File: src/design/eti_pkg.sv
// Purpose: Constants and types for the external trigger select block
// Assumes: 32-bit classic Wishbone, one word per register index
// Notes: Byte address of a register is four times its index
package eti_pkg;
	localparam int NPAIR = 2;
	localparam int NWIDE = 16;
	localparam int NTMR = 4;
	localparam int NPIN = 26;
	localparam int NFLAG = 30;
	localparam int NPMC = 22;
	localparam int LVL_DIV = 4;
	localparam logic [1:0] LVL_LAST = 2'(LVL_DIV - 1);
	localparam logic [31:0] OFS_PAIR_FALL = 32'h0FFFFC10;
	localparam logic [31:0] OFS_TMR0 = 32'hFFFFF609;
	localparam logic [31:0] OFS_TMR1 = 32'hFFFFF629;
	localparam logic [31:0] OFS_TMR2 = 32'hFFFFF649;
	localparam logic [31:0] OFS_TMR3 = 32'hFFFFF669;
	localparam logic [31:0] OFS_WIDE_FALL = 32'hFFFFFC16;
	localparam logic [31:0] OFS_PAIR_RISE = 32'hFFFFFC30;
	localparam logic [31:0] OFS_WIDE_RISE = 32'hFFFFFC36;
	localparam logic [31:0] OFS_STATUS = 32'h00000100;
	localparam logic [31:0] OFS_MASK = 32'h00000101;
	localparam logic [31:0] OFS_PMC = 32'h00000102;
	localparam int IDXW = 12;
	localparam logic [11:0] IDX_PAIR_FALL = OFS_PAIR_FALL[11:0];
	localparam logic [11:0] IDX_TMR0 = OFS_TMR0[11:0];
	localparam logic [11:0] IDX_TMR1 = OFS_TMR1[11:0];
	localparam logic [11:0] IDX_TMR2 = OFS_TMR2[11:0];
	localparam logic [11:0] IDX_TMR3 = OFS_TMR3[11:0];
	localparam logic [11:0] IDX_WIDE_FALL = OFS_WIDE_FALL[11:0];
	localparam logic [11:0] IDX_PAIR_RISE = OFS_PAIR_RISE[11:0];
	localparam logic [11:0] IDX_WIDE_RISE = OFS_WIDE_RISE[11:0];
	localparam logic [11:0] IDX_STATUS = OFS_STATUS[11:0];
	localparam logic [11:0] IDX_MASK = OFS_MASK[11:0];
	localparam logic [11:0] IDX_PMC = OFS_PMC[11:0];
	localparam logic [1:0] RST_PAIR_FALL = 2'h0;
	localparam logic [1:0] RST_PAIR_RISE = 2'h3;
	localparam logic [15:0] RST_WIDE_FALL = 16'h0000;
	localparam logic [15:0] RST_WIDE_RISE = 16'hFFFF;
	localparam logic [7:0] RST_TMR = 8'h00;
	localparam int POS_PAIR = 0;
	localparam int POS_WIDE = 2;
	localparam int POS_CAPA = 18;
	localparam int POS_CAPB = 22;
	localparam int POS_CNT = 26;
	localparam int PMC_TMR = 18;
	localparam int TF_CAPA = 0;
	localparam int TF_CAPB = 2;
	localparam int TF_CNT = 6;
	typedef enum logic [1:0] {
		ETI_TRG_FALL = 2'b00,
		ETI_TRG_RISE = 2'b01,
		ETI_TRG_LEVEL = 2'b10,
		ETI_TRG_BOTH = 2'b11
	} eti_trig_t;
	typedef struct packed {
		logic [3:0] cap_b;
		logic [3:0] cap_a;
		logic [15:0] wide;
		logic [1:0] pair;
	} eti_pins_t;
endpackage

File: src/design/eti_trigger_select.sv
// Purpose: Trigger mode and valid edge selection for external interrupt pins
// Assumes: Pins are asynchronous; software follows the programming order below
// Notes: Request flags set wins over acknowledge and software clear
// What this block does
// - Pair pins decode falling, rising, low level, both
// - Low level sampled once every four clocks
// - Acknowledge clears flag; held low re-sets it
// - Level request stays pending until acknowledge or software clear
// - Late port mode write may raise request
// - Sixteen wide pins, bit n to pin n
// - Wide select registers accessed as 16 bits
// - Wide halves writable as separate bytes
// - Timer fields: 7:6 count, 3:2, 1:0
// - Timer field 10 is prohibited, detects nothing
// - Timer edge registers accessed as whole bytes
//
// Added by the designer: the Wishbone register port.
`timescale 1ns/1ps
module eti_trigger_select #(
	parameter int AW = 14
) (
	input wire logic clk_i,
	input wire logic rst_i,
	input wire logic wb_cyc_i,
	input wire logic wb_stb_i,
	input wire logic wb_we_i,
	input wire logic [AW-1:0] wb_adr_i,
	input wire logic [3:0] wb_sel_i,
	input wire logic [31:0] wb_dat_i,
	output logic [31:0] wb_dat_o,
	output logic wb_ack_o,
	input wire eti_pkg::eti_pins_t pins_i,
	input wire logic [eti_pkg::NFLAG-1:0] irq_ack_i,
	output logic [eti_pkg::NFLAG-1:0] req_flags_o,
	output logic [eti_pkg::NTMR-1:0] count_tick_o,
	output logic irq_o
);
	initial begin
		if (AW < eti_pkg::IDXW + 2) begin
			$error("AW too small for register index decode");
		end
	end

	function automatic logic trig_hit(input logic [1:0] m, input logic lvl_ok, input logic cur,
		input logic prv, input logic tk);
		logic r;
		r = 1'b0;
		case (m)
			eti_pkg::ETI_TRG_FALL: r = prv & ~cur;
			eti_pkg::ETI_TRG_RISE: r = ~prv & cur;
			eti_pkg::ETI_TRG_LEVEL: r = lvl_ok & tk & ~cur;
			eti_pkg::ETI_TRG_BOTH: r = prv ^ cur;
			default: r = 1'b0;
		endcase
		return r;
	endfunction

	function automatic logic [31:0] byte_mask(input logic [3:0] sel);
		return {{8{sel[3]}}, {8{sel[2]}}, {8{sel[1]}}, {8{sel[0]}}};
	endfunction

	logic [1:0] pfall_r, pfall_nxt, prise_r, prise_nxt;
	logic [15:0] wfall_r, wfall_nxt, wrise_r, wrise_nxt;
	logic [7:0] tsel_r [eti_pkg::NTMR];
	logic [7:0] tsel_nxt [eti_pkg::NTMR];
	logic [eti_pkg::NFLAG-1:0] st_r, st_nxt, mask_r, mask_nxt, set_v;
	logic [eti_pkg::NPMC-1:0] pmc_r, pmc_nxt;
	logic [eti_pkg::NPIN-1:0] s1_r, s2_r, eff_r, prev_r;
	logic [1:0] div_r;
	logic ack_r;
	logic [31:0] dat_r;
	logic [eti_pkg::NTMR-1:0] cnt_r;
	logic irq_r;

	wire logic [eti_pkg::NPIN-1:0] pin_w = pins_i;
	wire logic req_w = wb_cyc_i & wb_stb_i;
	wire logic wr_w = req_w & wb_we_i & ack_r;
	wire logic [11:0] idx_w = wb_adr_i[eti_pkg::IDXW+1:2];
	wire logic [31:0] bm_w = byte_mask(wb_sel_i);
	wire logic [31:0] wd_w = wb_dat_i & bm_w;
	wire logic hit_pf = idx_w == eti_pkg::IDX_PAIR_FALL;
	wire logic hit_pr = idx_w == eti_pkg::IDX_PAIR_RISE;
	wire logic hit_wf = idx_w == eti_pkg::IDX_WIDE_FALL;
	wire logic hit_wr = idx_w == eti_pkg::IDX_WIDE_RISE;
	wire logic hit_st = idx_w == eti_pkg::IDX_STATUS;
	wire logic hit_mk = idx_w == eti_pkg::IDX_MASK;
	wire logic hit_pm = idx_w == eti_pkg::IDX_PMC;
	wire logic [eti_pkg::NTMR-1:0] hit_t = {idx_w == eti_pkg::IDX_TMR3, idx_w == eti_pkg::IDX_TMR2,
		idx_w == eti_pkg::IDX_TMR1, idx_w == eti_pkg::IDX_TMR0};
	wire logic tick_w = div_r == eti_pkg::LVL_LAST;
	// Port mode off holds the pin at its idle high level, so enabling it over a low pin looks like a falling edge
	wire logic [eti_pkg::NPIN-1:0] gate_w = {pmc_r[21:18], pmc_r[21:18], pmc_r[17:0]};
	wire logic [eti_pkg::NFLAG-1:0] clr_w = (wr_w && hit_st) ? wd_w[eti_pkg::NFLAG-1:0] : '0;

	// Halves of the wide registers follow their byte lanes; single bits are read-modify-write
	assign pfall_nxt = (wr_w && hit_pf && wb_sel_i[0]) ? wb_dat_i[1:0] : pfall_r;
	assign prise_nxt = (wr_w && hit_pr && wb_sel_i[0]) ? wb_dat_i[1:0] : prise_r;
	assign wfall_nxt = (wr_w && hit_wf) ? ((wfall_r & ~bm_w[15:0]) | wd_w[15:0]) : wfall_r;
	assign wrise_nxt = (wr_w && hit_wr) ? ((wrise_r & ~bm_w[15:0]) | wd_w[15:0]) : wrise_r;
	assign mask_nxt = (wr_w && hit_mk) ? ((mask_r & ~bm_w[29:0]) | wd_w[29:0]) : mask_r;
	assign pmc_nxt = (wr_w && hit_pm) ? ((pmc_r & ~bm_w[21:0]) | wd_w[21:0]) : pmc_r;
	// Set wins over acknowledge and software clear, so a held low level repeats
	assign st_nxt = (st_r & ~clr_w & ~irq_ack_i) | set_v;

	always_comb begin
		for (int t = 0; t < eti_pkg::NTMR; t++) begin
			tsel_nxt[t] = (wr_w && hit_t[t] && wb_sel_i[0]) ? wb_dat_i[7:0] : tsel_r[t];
		end
	end

	// Flags come only from sampled pin history, never from the select bits changing
	always_comb begin
		set_v = '0;
		for (int i = 0; i < eti_pkg::NPAIR; i++) begin
			set_v[eti_pkg::POS_PAIR+i] = trig_hit({pfall_r[i], prise_r[i]}, 1'b1, eff_r[eti_pkg::POS_PAIR+i],
				prev_r[eti_pkg::POS_PAIR+i], tick_w);
		end
		for (int i = 0; i < eti_pkg::NWIDE; i++) begin
			set_v[eti_pkg::POS_WIDE+i] = trig_hit({wfall_r[i], wrise_r[i]}, 1'b1, eff_r[eti_pkg::POS_WIDE+i],
				prev_r[eti_pkg::POS_WIDE+i], tick_w);
		end
		for (int t = 0; t < eti_pkg::NTMR; t++) begin
			set_v[eti_pkg::POS_CAPA+t] = trig_hit(tsel_r[t][eti_pkg::TF_CAPA+:2], 1'b0,
				eff_r[eti_pkg::POS_CAPA+t], prev_r[eti_pkg::POS_CAPA+t], tick_w);
			set_v[eti_pkg::POS_CAPB+t] = trig_hit(tsel_r[t][eti_pkg::TF_CAPB+:2], 1'b0,
				eff_r[eti_pkg::POS_CAPB+t], prev_r[eti_pkg::POS_CAPB+t], tick_w);
			set_v[eti_pkg::POS_CNT+t] = trig_hit(tsel_r[t][eti_pkg::TF_CNT+:2], 1'b0,
				eff_r[eti_pkg::POS_CAPA+t], prev_r[eti_pkg::POS_CAPA+t], tick_w);
		end
	end

	wire logic [31:0] rd_w = hit_pf ? {30'h0, pfall_r} :
		hit_pr ? {30'h0, prise_r} :
		hit_wf ? {16'h0, wfall_r} :
		hit_wr ? {16'h0, wrise_r} :
		hit_t[0] ? {24'h0, tsel_r[0]} :
		hit_t[1] ? {24'h0, tsel_r[1]} :
		hit_t[2] ? {24'h0, tsel_r[2]} :
		hit_t[3] ? {24'h0, tsel_r[3]} :
		hit_st ? {2'h0, st_r} :
		hit_mk ? {2'h0, mask_r} :
		hit_pm ? {10'h0, pmc_r} : 32'h0;

	always_ff @(posedge clk_i) begin
		if (rst_i) begin
			ack_r <= 1'b0;
			dat_r <= 32'h0;
		end else begin
			ack_r <= req_w & ~ack_r;
			dat_r <= (req_w && !ack_r) ? rd_w : dat_r;
		end
	end

	// Only s2 reads s1; the gated copy and its history feed the detectors
	always_ff @(posedge clk_i) begin
		if (rst_i) begin
			s1_r <= '1;
			s2_r <= '1;
			eff_r <= '1;
			prev_r <= '1;
			div_r <= 2'h0;
		end else begin
			s1_r <= pin_w;
			s2_r <= s1_r;
			eff_r <= s2_r | ~gate_w;
			prev_r <= eff_r;
			div_r <= div_r + 2'h1;
		end
	end

	always_ff @(posedge clk_i) begin
		if (rst_i) begin
			pfall_r <= eti_pkg::RST_PAIR_FALL;
			prise_r <= eti_pkg::RST_PAIR_RISE;
			wfall_r <= eti_pkg::RST_WIDE_FALL;
			wrise_r <= eti_pkg::RST_WIDE_RISE;
			mask_r <= '0;
			pmc_r <= '0;
		end else begin
			pfall_r <= pfall_nxt;
			prise_r <= prise_nxt;
			wfall_r <= wfall_nxt;
			wrise_r <= wrise_nxt;
			mask_r <= mask_nxt;
			pmc_r <= pmc_nxt;
		end
	end

	always_ff @(posedge clk_i) begin
		for (int t = 0; t < eti_pkg::NTMR; t++) begin
			tsel_r[t] <= rst_i ? eti_pkg::RST_TMR : tsel_nxt[t];
		end
	end

	always_ff @(posedge clk_i) begin
		if (rst_i) begin
			st_r <= '0;
			cnt_r <= '0;
			irq_r <= 1'b0;
		end else begin
			st_r <= st_nxt;
			cnt_r <= set_v[eti_pkg::POS_CNT+:eti_pkg::NTMR];
			irq_r <= |(st_nxt & mask_nxt);
		end
	end

	assign wb_ack_o = ack_r;
	assign wb_dat_o = dat_r;
	assign req_flags_o = st_r;
	assign count_tick_o = cnt_r;
	assign irq_o = irq_r;
endmodule

File: config.mk
export PLATFORM = sky130hd
export DESIGN_NAME = eti_trigger_select
export DESIGN_NICKNAME = d
export VERILOG_FILES = /design/src/design/eti_pkg.sv /design/src/design/eti_trigger_select.sv
export SDC_FILE = /design/constraint.sdc
export NUM_CORES = 1
export LEC_CHECK = 0
export ABC_CLOCK_PERIOD_IN_PS = 2670
export BUFFER_PORTS_ARGS = -buffer_cell sky130_fd_sc_hd__buf_2
export CORE_UTILIZATION = 45
export DETAILED_ROUTE_END_ITERATION = 8
export GPL_TIMING_DRIVEN = 0
export PLACE_DENSITY = 0.68
export SLEW_MARGIN = 30
export SYNTH_ARGS = -nofsm -noshare
export SYNTH_HDL_FRONTEND = slang
export SYNTH_SLANG_ARGS = --single-unit
File: constraint.sdc
create_clock -name clk_i -period 2.67 [get_ports clk_i]
set_input_delay 0.1335 -clock clk_i [delete_from_list [all_inputs] [get_ports clk_i]]
set_output_delay 0.1335 -clock clk_i [all_outputs]
set_load 0.1 [all_outputs]
==> summary.md, run 1 <==
| Metric | Value |
|---|---|
| Tightest Pin Transition | 0.923 ns |
| Worst setup EP type | register |
| Psw | roughly 2100 µW |
| Ratio of final minimum period to clock period | ~100% |
| Most common cell in the netlist | dfxtp_1 |
| FF+latch count, synth | a little under 300 |
| Rows | 60 |
| Number of max-cap violations | 0 |
| Crit-path max FO | 10 |
| Hold crit path type | input port to register |
| Seq pwr share | between 40 and 50% |
| Largest net degree at the start of global routing | 15 |
| Final Net Count | approximately 1.8k |
| M1 GR Usage | 41.3% |
| Worst R2R Path Depth | 8 |
| Routability congestion estimate | approximately 0.96 |
| Clock root cell | clkbuf_16 |
| Critical Setup Path Class | input port to register |
| Leakage | around 0.0062 µW |
| Worst Setup SP | wb_adr_i[11] |
| Post-Synthesis Cell Area | about 12,000 µm² |
| Die footprint | ~28,000 µm² |
| Share of cells above drive strength 1 | 22.0% |
| Pwr dens | roughly 600 nW/µm² |
| Synth cell count leaders | dfxtp_1 (292), nor2_1 (201), mux2i_1 (96) |
| FMAX | ~380 MHz |
| Port Buf Inserts | 165 |
| ANT nets after route | 0 |
| Reg-to-reg endpoint | irq_o |
| Syn-to-layout area delta | 25.6% |
| Critical-path top delay cell | nor2_1 |
| Post-layout min period | between 2 and 3 ns |
| Unrepaired setup endpoints after global routing | false |
| Failing checks | design-rule violations |
| Distinct cell type count of the synthesized netlist | 58 |
| M2 GR Usage | about 47% |
| Final hold vios | 0 |
| Vias | between 10k and 15k |
| Io pins | 179 |
| WP depth | 8 |
| Top FF cell, synth | dfxtp_1 |
| Synth top area cells | dfxtp_1 (47%), mux2i_1 (7.8%), nor2_1 (6.1%) |
| Grt ovf | 0 |
| Initial Util | a little under half |
| Post-DR vias/cell | about 5.8 |
| Cell count after synthesis | about 1.4k |
| Startpoint Class | input port |
| Skew-Pair Late Insertion Delay | approximately 0.56 ns |
| Yosys warnings | 0 |
| Clock share of power | between 40% and 50% |
| Final routed DRC violation total | 7 |
| Initial antenna violation count | 1 |
| Synthesized area per cell | ~9 µm² |
| Clock skew | between 0.008 and 0.009 ns |
| Post-synthesis sequential area ratio | 47.2% |
| Register-to-register setup slack | 0.08 ns |
| Buffers and inverters on the worst path | 2 |
| Grt peak-use layer | met2 |
| Post-DP Area | 13,700 µm² |
| Share of synthesized flip-flops with an asynchronous set or reset | 0% |
| DPL Wire Length | around 31,000 µm |
| Clock transition at path regs | around 0.060 ns |
| Crit path required time | ~3 ns |
| Placed insts | around 1.9k |
| Met3 Usage GRT | 5.62% |
| Critical-path cell list | buf_2, or3b_4, nor2_1, buf_2, nand2_1, nor2_1, mux2i_1, nor2_1 |
| Worst flop-to-flop path startpoint | wb_ack_o |
| Most used cell, CP | nor2_1 |
| Pre-Repair DR Iteration Count | 9 |
| Fin. max-slew vios | 0 |
| Die Y-Extent | about 170 µm |
| Comb power frac | under 10% |
| GRT Overall Usage | a little under a third |
| Peak VDD IR | 425 µV |
| Max stage delay on crit path | 0.71 ns |
| CTS tree | built |
| Synth area leader | dfxtp_1 |
| Sw frac | about 22% |
| Avg WL per Cell | 21.8 µm |
| CTS sink count | around 290 |
| Post-Route WL | roughly 44,000 µm |
| CTS buffer count | 31 |
| Outcome | finished, violations left |
| H-Tree Depth | 1 |
| First-pass GRT wire length | around 65,000 µm |
| Setup Viol. Count Final | 0 |
| Antenna Cells | 0 |
| Slew HR | between 30% and 40% |
| Synth top area share | a little under half |
| Initial DRC count | about 1.4k |
| Core area | between 20,000 and 30,000 µm² |
| Crit path max-delay family | simple AND/OR/NAND/NOR gates |
| Data arrival, critical path | 3.07 ns |
| Largest buffer count on any clock path | 3 |
| Fillers | 2,437 |
| EDFF count, synth | 0 |
| Vias in the first global route | ~11k |
| Fin area | 15,600 µm² |
| DIE WIDTH | around 170 µm |
| Final cell count without fillers | 2,002 |
| Pint | approximately 7300 µW |
how the worst min path moves through the flow:
stage | cells after the start | from | to | slack [ns]
final | 4 | wb_adr_i[4] | wb_dat_o[1] | 0.02
after global routing | 4 | wb_adr_i[4] | wb_dat_o[1] | 0.03
after CTS | 4 | wb_adr_i[4] | wb_dat_o[1] | 0.0005
after detailed placement | 2 | pins_i[0] | s1_r[0] | 0.32
after global placement | 2 | pins_i[14] | s1_r[14] | 0.32
after floorplan | 1 | pins_i[0] | s1_r[0] | 0.24
worst reg2reg max path: stages, from the launching register on:
cell,delay [ns]
dfxtp_4,0.35
and4_4,0.30
and2_1,0.25
clkbuf_4,0.28
nand3_1,0.12
a221oi_1,0.64
o22ai_1,0.17
nor2_1,0.16
a41oi_2,0.15
cell usage in the layout, fill, tap and decap left out, types with 6 or more instances in the layout:
cell type      count
a211o_1           17
a21oi_1           86
a221oi_1          16
a222oi_1          20
a22o_1             7
a22oi_1           18
a2bb2oi_1         14
a311oi_1          16
a31oi_1            6
buf_2            172
buf_4             17
clkbuf_1          66
clkbuf_16         31
clkbuf_8          12
clkinv_2           7
dfxtp_1          291
dlygate4sd3_1     61
ha_1              34
inv_1             60
mux2i_1           94
nand2_1           83
nand3_1           22
nand4_1           11
nor2_1           200
nor2b_1           36
nor3_1            22
o2111ai_1          8
o211ai_1           7
o21ai_0           30
o22ai_1           12
o2bb2ai_1          9
o31ai_1           10
or2_2             80
or3b_2             8
layout make-up:
class | instances | area [µm²] | share of cell area, %
multi-input cells | 930 | 6090 | 39.1
flip-flops and latches | 292 | 5850 | 37.6
repair buffers | 238 | 1530 | 9.81
clock buffers | 45 | 948 | 6.09
well taps | 341 | 427 | 2.74
plain buffers | 84 | 362 | 2.32
inverters | 60 | 225 | 1.45
clock inverters | 12 | 143 | 0.916
repair_timing:
item	CTS	global route
setup endpoints to repair	32	23
hold endpoints to repair	91	0
hold buffers	61	0
pin swaps	3	6
buffers inserted	7	5
gates cloned	0	0
resized for setup	24	11
routing by layer:
metal,wire length (µm),up-vias
li1,-,5354
met1,18700,5469
met2,19000,629
met3,4060,119
met4,1840,0
met5,0,-
power by group through the flow:
stage | Sequential (µW) | Combinational [µW] | Clock [µW]
6_report | 4410 | 483 | 4530
5_1_grt | 4410 | 508 | 4730
4_1_cts | 4410 | 470 | 4550
3_5_place_dp | 4510 | 400 | 0
3_3_place_gp | 4510 | 398 | 0
2_1_floorplan | 4520 | 175 | 0
cells by family after synthesis:
logic type	count (synthesis)	synth area share (%)
AO/OA/AOI/OAI	294	16.8
adder cells (fa/ha/maj)	35	3.53
buffers and inverters	147	4.68
flip-flops	292	47.2
multiplexers	96	7.76
other	1	0.0303
AND/OR/NAND/NOR	503	20.0
metrics by stage:
| stage | TNS (ns) | utilization (%) | setup WS (ns) | hold slack [ns] | power [µW] |
|---|---|---|---|---|---|
| after floorplan | 0 | - | 0.0970 | 0.237 | 4690 |
| after global placement | -19.54 | 50.7 | -0.904 | 0.316 | 4900 |
| after detailed placement | -20.80 | 50.7 | -0.807 | 0.319 | 4910 |
| after CTS | 0 | 57.4 | 0.0129 | 0.000509 | 9430 |
| after global routing | 0 | 57.8 | 0.0234 | 0.0287 | 9650 |
| final | 0 | 57.8 | 0.0123 | 0.0172 | 9420 |
(Power assumes the default switching activity.)
==> inputs of run 2 (changes only) <==
--- a/config.mk
+++ b/config.mk
@@ -5,6 +5,7 @@
 export SDC_FILE = /design/constraint.sdc
 export NUM_CORES = 1
 export LEC_CHECK = 0
+export ABC_AREA = 1
 export ABC_CLOCK_PERIOD_IN_PS = 2670
 export BUFFER_PORTS_ARGS = -buffer_cell sky130_fd_sc_hd__buf_2
 export CORE_UTILIZATION = 45
==> run 2 against run 1 <==
Effect of this change:
- the flow now finishes without violations
- global-route usage is 1.6 points lower
- worst hold slack hardly changed
- clock skew hardly changed
- power is 1.3% higher
- flip-flop and latch count stayed put
- largest power group unchanged
- highest routed layer unchanged
==> summary.md, run 2 <==
| Metric | Value |
|---|---|
| Outcome | finished clean |
| Most common cell in the netlist | nand2_1 |
| GRT Overall Usage | between 20% and 30% |
| Final routed DRC violation total | 0 |
| Fillers | about 2.7k |
| Worst setup EP type | register |
| Post-Route WL | about 44,000 µm |
| Synth area leader | dfxtp_1 |
| H-Tree Depth | 1 |
| Final hold vios | 0 |
| CTS tree | built |
| Rows | 62 |
| Clock skew | roughly 0.0086 ns |
| Initial antenna violation count | 2 |
| Core area | approximately 29,000 µm² |
| DPL Wire Length | 33,200 µm |
| Distinct cell type count of the synthesized netlist | 37 |
| Crit path max-delay family | simple AND/OR/NAND/NOR gates |
| Worst Slack Setup Final | about 0.19 ns |
| Post-CTS setup repair buffer count | 0 |
| Share of synthesized flip-flops with an asynchronous set or reset | 0% |
| Number of max-cap violations | 0 |
| Antenna Cells | 0 |
| Skew-Pair Late Insertion Delay | about 0.56 ns |
| Commonest non-fill, non-tap cell in the layout | nand2_1 |
| CTS buffer count | 31 |
| Slew HR | between 40% and 50% |
| Top FF cell, synth | dfxtp_1 |
| Syn-to-layout area delta | 24.5% |
| Startpoint Class | register |
| Most used cell, CP | nand2_1 |
| Vias in the first global route | 12.3k |
| Worst hold stages | 3 |
| Fin area | ~17,000 µm² |
| Min Hold Slack | approximately 0.017 ns |
| FMAX | between 400 and 500 MHz |
| Cell count after synthesis | 1,822 |
| Initial Util | 45.9% |
| Post-DR vias/cell | 5.25 |
| Post-layout min period | ~2.5 ns |
| Post-synthesis sequential area ratio | between 40% and 50% |
| Die footprint | 30,100 µm² |
| Routability congestion estimate | between 0.9 and 1 |
| Synth cell count leaders | nand2_1 (415), dfxtp_1 (292), inv_1 (231) |
| Met1 wire length | around 19,000 µm |
| Grt ovf | 0 |
| Leakage | 0.00764 µW |
| Vias | between 10k and 15k |
| Pwr dens | 579 nW/µm² |
| Initial DRC count | between 1k and 1.5k |
| Fin Setup TNS | 0 ns |
| Post-DP Area | 14,600 µm² |
| Data arrival, critical path | 2.90 ns |
| Largest buffer count on any clock path | 3 |
| Clock root cell | clkbuf_16 |
| Post-Synthesis Cell Area | 13,300 µm² |
| Critical-path cell list | nand2_1, nor2_4, buf_2, nand3_4, clkinv_2, buf_6, nand2_1, nand2_1, inv_1, nand2_1, nand2_1, nor2_1, nand2_1, nor2_1, a21oi_1 |
| Synth top area cells | dfxtp_1 (44%), nand2_1 (12%), a21oi_1 (7.3%) |
| Largest net degree at the start of global routing | 15 |
| Yosys warnings | 0 |
| WP depth | 15 |
| ANT nets after route | 0 |
| Worst R2R Path Depth | 15 |
| Ratio of final minimum period to clock period | roughly 93% |
| DIE WIDTH | between 150 and 200 µm |
| Buffers and inverters on the worst path | 4 |
| Crit path required time | a little over 3 ns |
| CTS sink count | about 290 |
| Placement Setup Slack | 0.0332 ns |
| Final Net Count | between 2k and 2.5k |
| Clock transition at path regs | 0.06 ns |
| Placed insts | roughly 2.4k |
| WL met3 | approximately 3800 µm |
| Synth top area share | between 40% and 50% |
| Pre-Repair DR Iteration Count | 6 |
| Wire length on met2 | ~20,000 µm |
| Die Y-Extent | around 170 µm |
| Avg WL per Cell | approximately 18 µm |
| Unrepaired setup endpoints after global routing | false |
| Io pins | 179 |
| Synthesized area per cell | a little over 7 µm² |
| Share of cells above drive strength 1 | between 10% and 20% |
| FF+latch count, synth | a little under 300 |
| Final cell count without fillers | between 2k and 3k |
| Critical-path top delay cell | dfxtp_1 |
| Top Layer Used | met4 |
| EDFF count, synth | 0 |
| Crit-path max FO | 10 |
| Max stage delay on crit path | 0.35 ns |
| Tightest Pin Transition | roughly 0.85 ns |
| Fin. max-slew vios | 0 |
| Most frequent cells in the layout | nand2_1 (414), dfxtp_1 (292), inv_1 (231), a21oi_1 (194), buf_2 (186) |
| Critical Setup Path Class | register to register |
| Port Buf Inserts | around 170 |
| First-pass GRT wire length | slightly below 70,000 µm |
| Setup Viol. Count Final | 0 |
| Peak VDD IR | roughly 460 µV |
| Hold crit path type | input port to register |
[run 2: stage by stage]
stage	total power (µW)	util, %
finish	9550	57.2
floorplan	4710	-
detailed placement	4930	50.5
global placement	4930	50.5
CTS	9580	57.2
global route	9800	57.2
[run 2: layer usage]
layer / global-route usage (%) / vias up
met2: 47.5 / 580
met3: 4.04 / 103
li1: - / 6441
met1: 37.7 / 6063
met5: 0 / -
met4: 12.1 / 0
[run 2: worst paths after layout]
path	slack, ns	end	from
worst max-delay path	0.19	irq_o	wb_ack_o
worst min-delay path	0.02	tsel_r[1][3]	wb_dat_i[3]
worst max register to register	0.19	irq_o	wb_ack_o
worst min register to register	0.40	eff_r[0]	s2_r[0]
[run 2: what timing repair did]
action	4_1_cts	5_1_grt
hold endpoints to repair	91	0
resized for setup	0	5
setup endpoints to repair	0	5
hold buffers	82	0
[run 2: area by class of cell]
cell class / count / area, µm² / area share (%)
multi-input combinational: 1213 / 6140 / 37.2
sequential: 292 / 5850 / 35.4
timing repair buffer: 251 / 1670 / 10.1
inverter: 244 / 917 / 5.56
clock buffer: 39 / 856 / 5.19
tap: 384 / 480 / 2.91
buffer: 73 / 363 / 2.20
clock inverter: 15 / 235 / 1.43
[run 2: cells by family after synthesis]
| kind of cell | synth area share [%] |
|---|---|
| flip-flops | 44.1 |
| AND/OR/NAND/NOR | 24.5 |
| AO/OA/AOI/OAI | 18.4 |
| buffers and inverters | 9.69 |
| other | 0.0283 |
| adder cells (fa/ha/maj) | 3.30 |
[run 2: power by group]
group	internal (µW)	total (µW)	switching (µW)
Combinational	200	518	318
Clock	2830	4620	1790
Sequential	4400	4410	14.6
[run 2: worst register-to-register path: stages (launching register included)]
cell and delay (ns):
dfxtp_1 0.35, nand2_1 0.10, nor2_4 0.17, buf_2 0.33, nand3_4 0.23, clkinv_2 0.19, buf_6 0.19, nand2_1 0.07
nand2_1 0.08, inv_1 0.04, nand2_1 0.06, nand2_1 0.05, nor2_1 0.14, nand2_1 0.06, nor2_1 0.18, a21oi_1 0.10
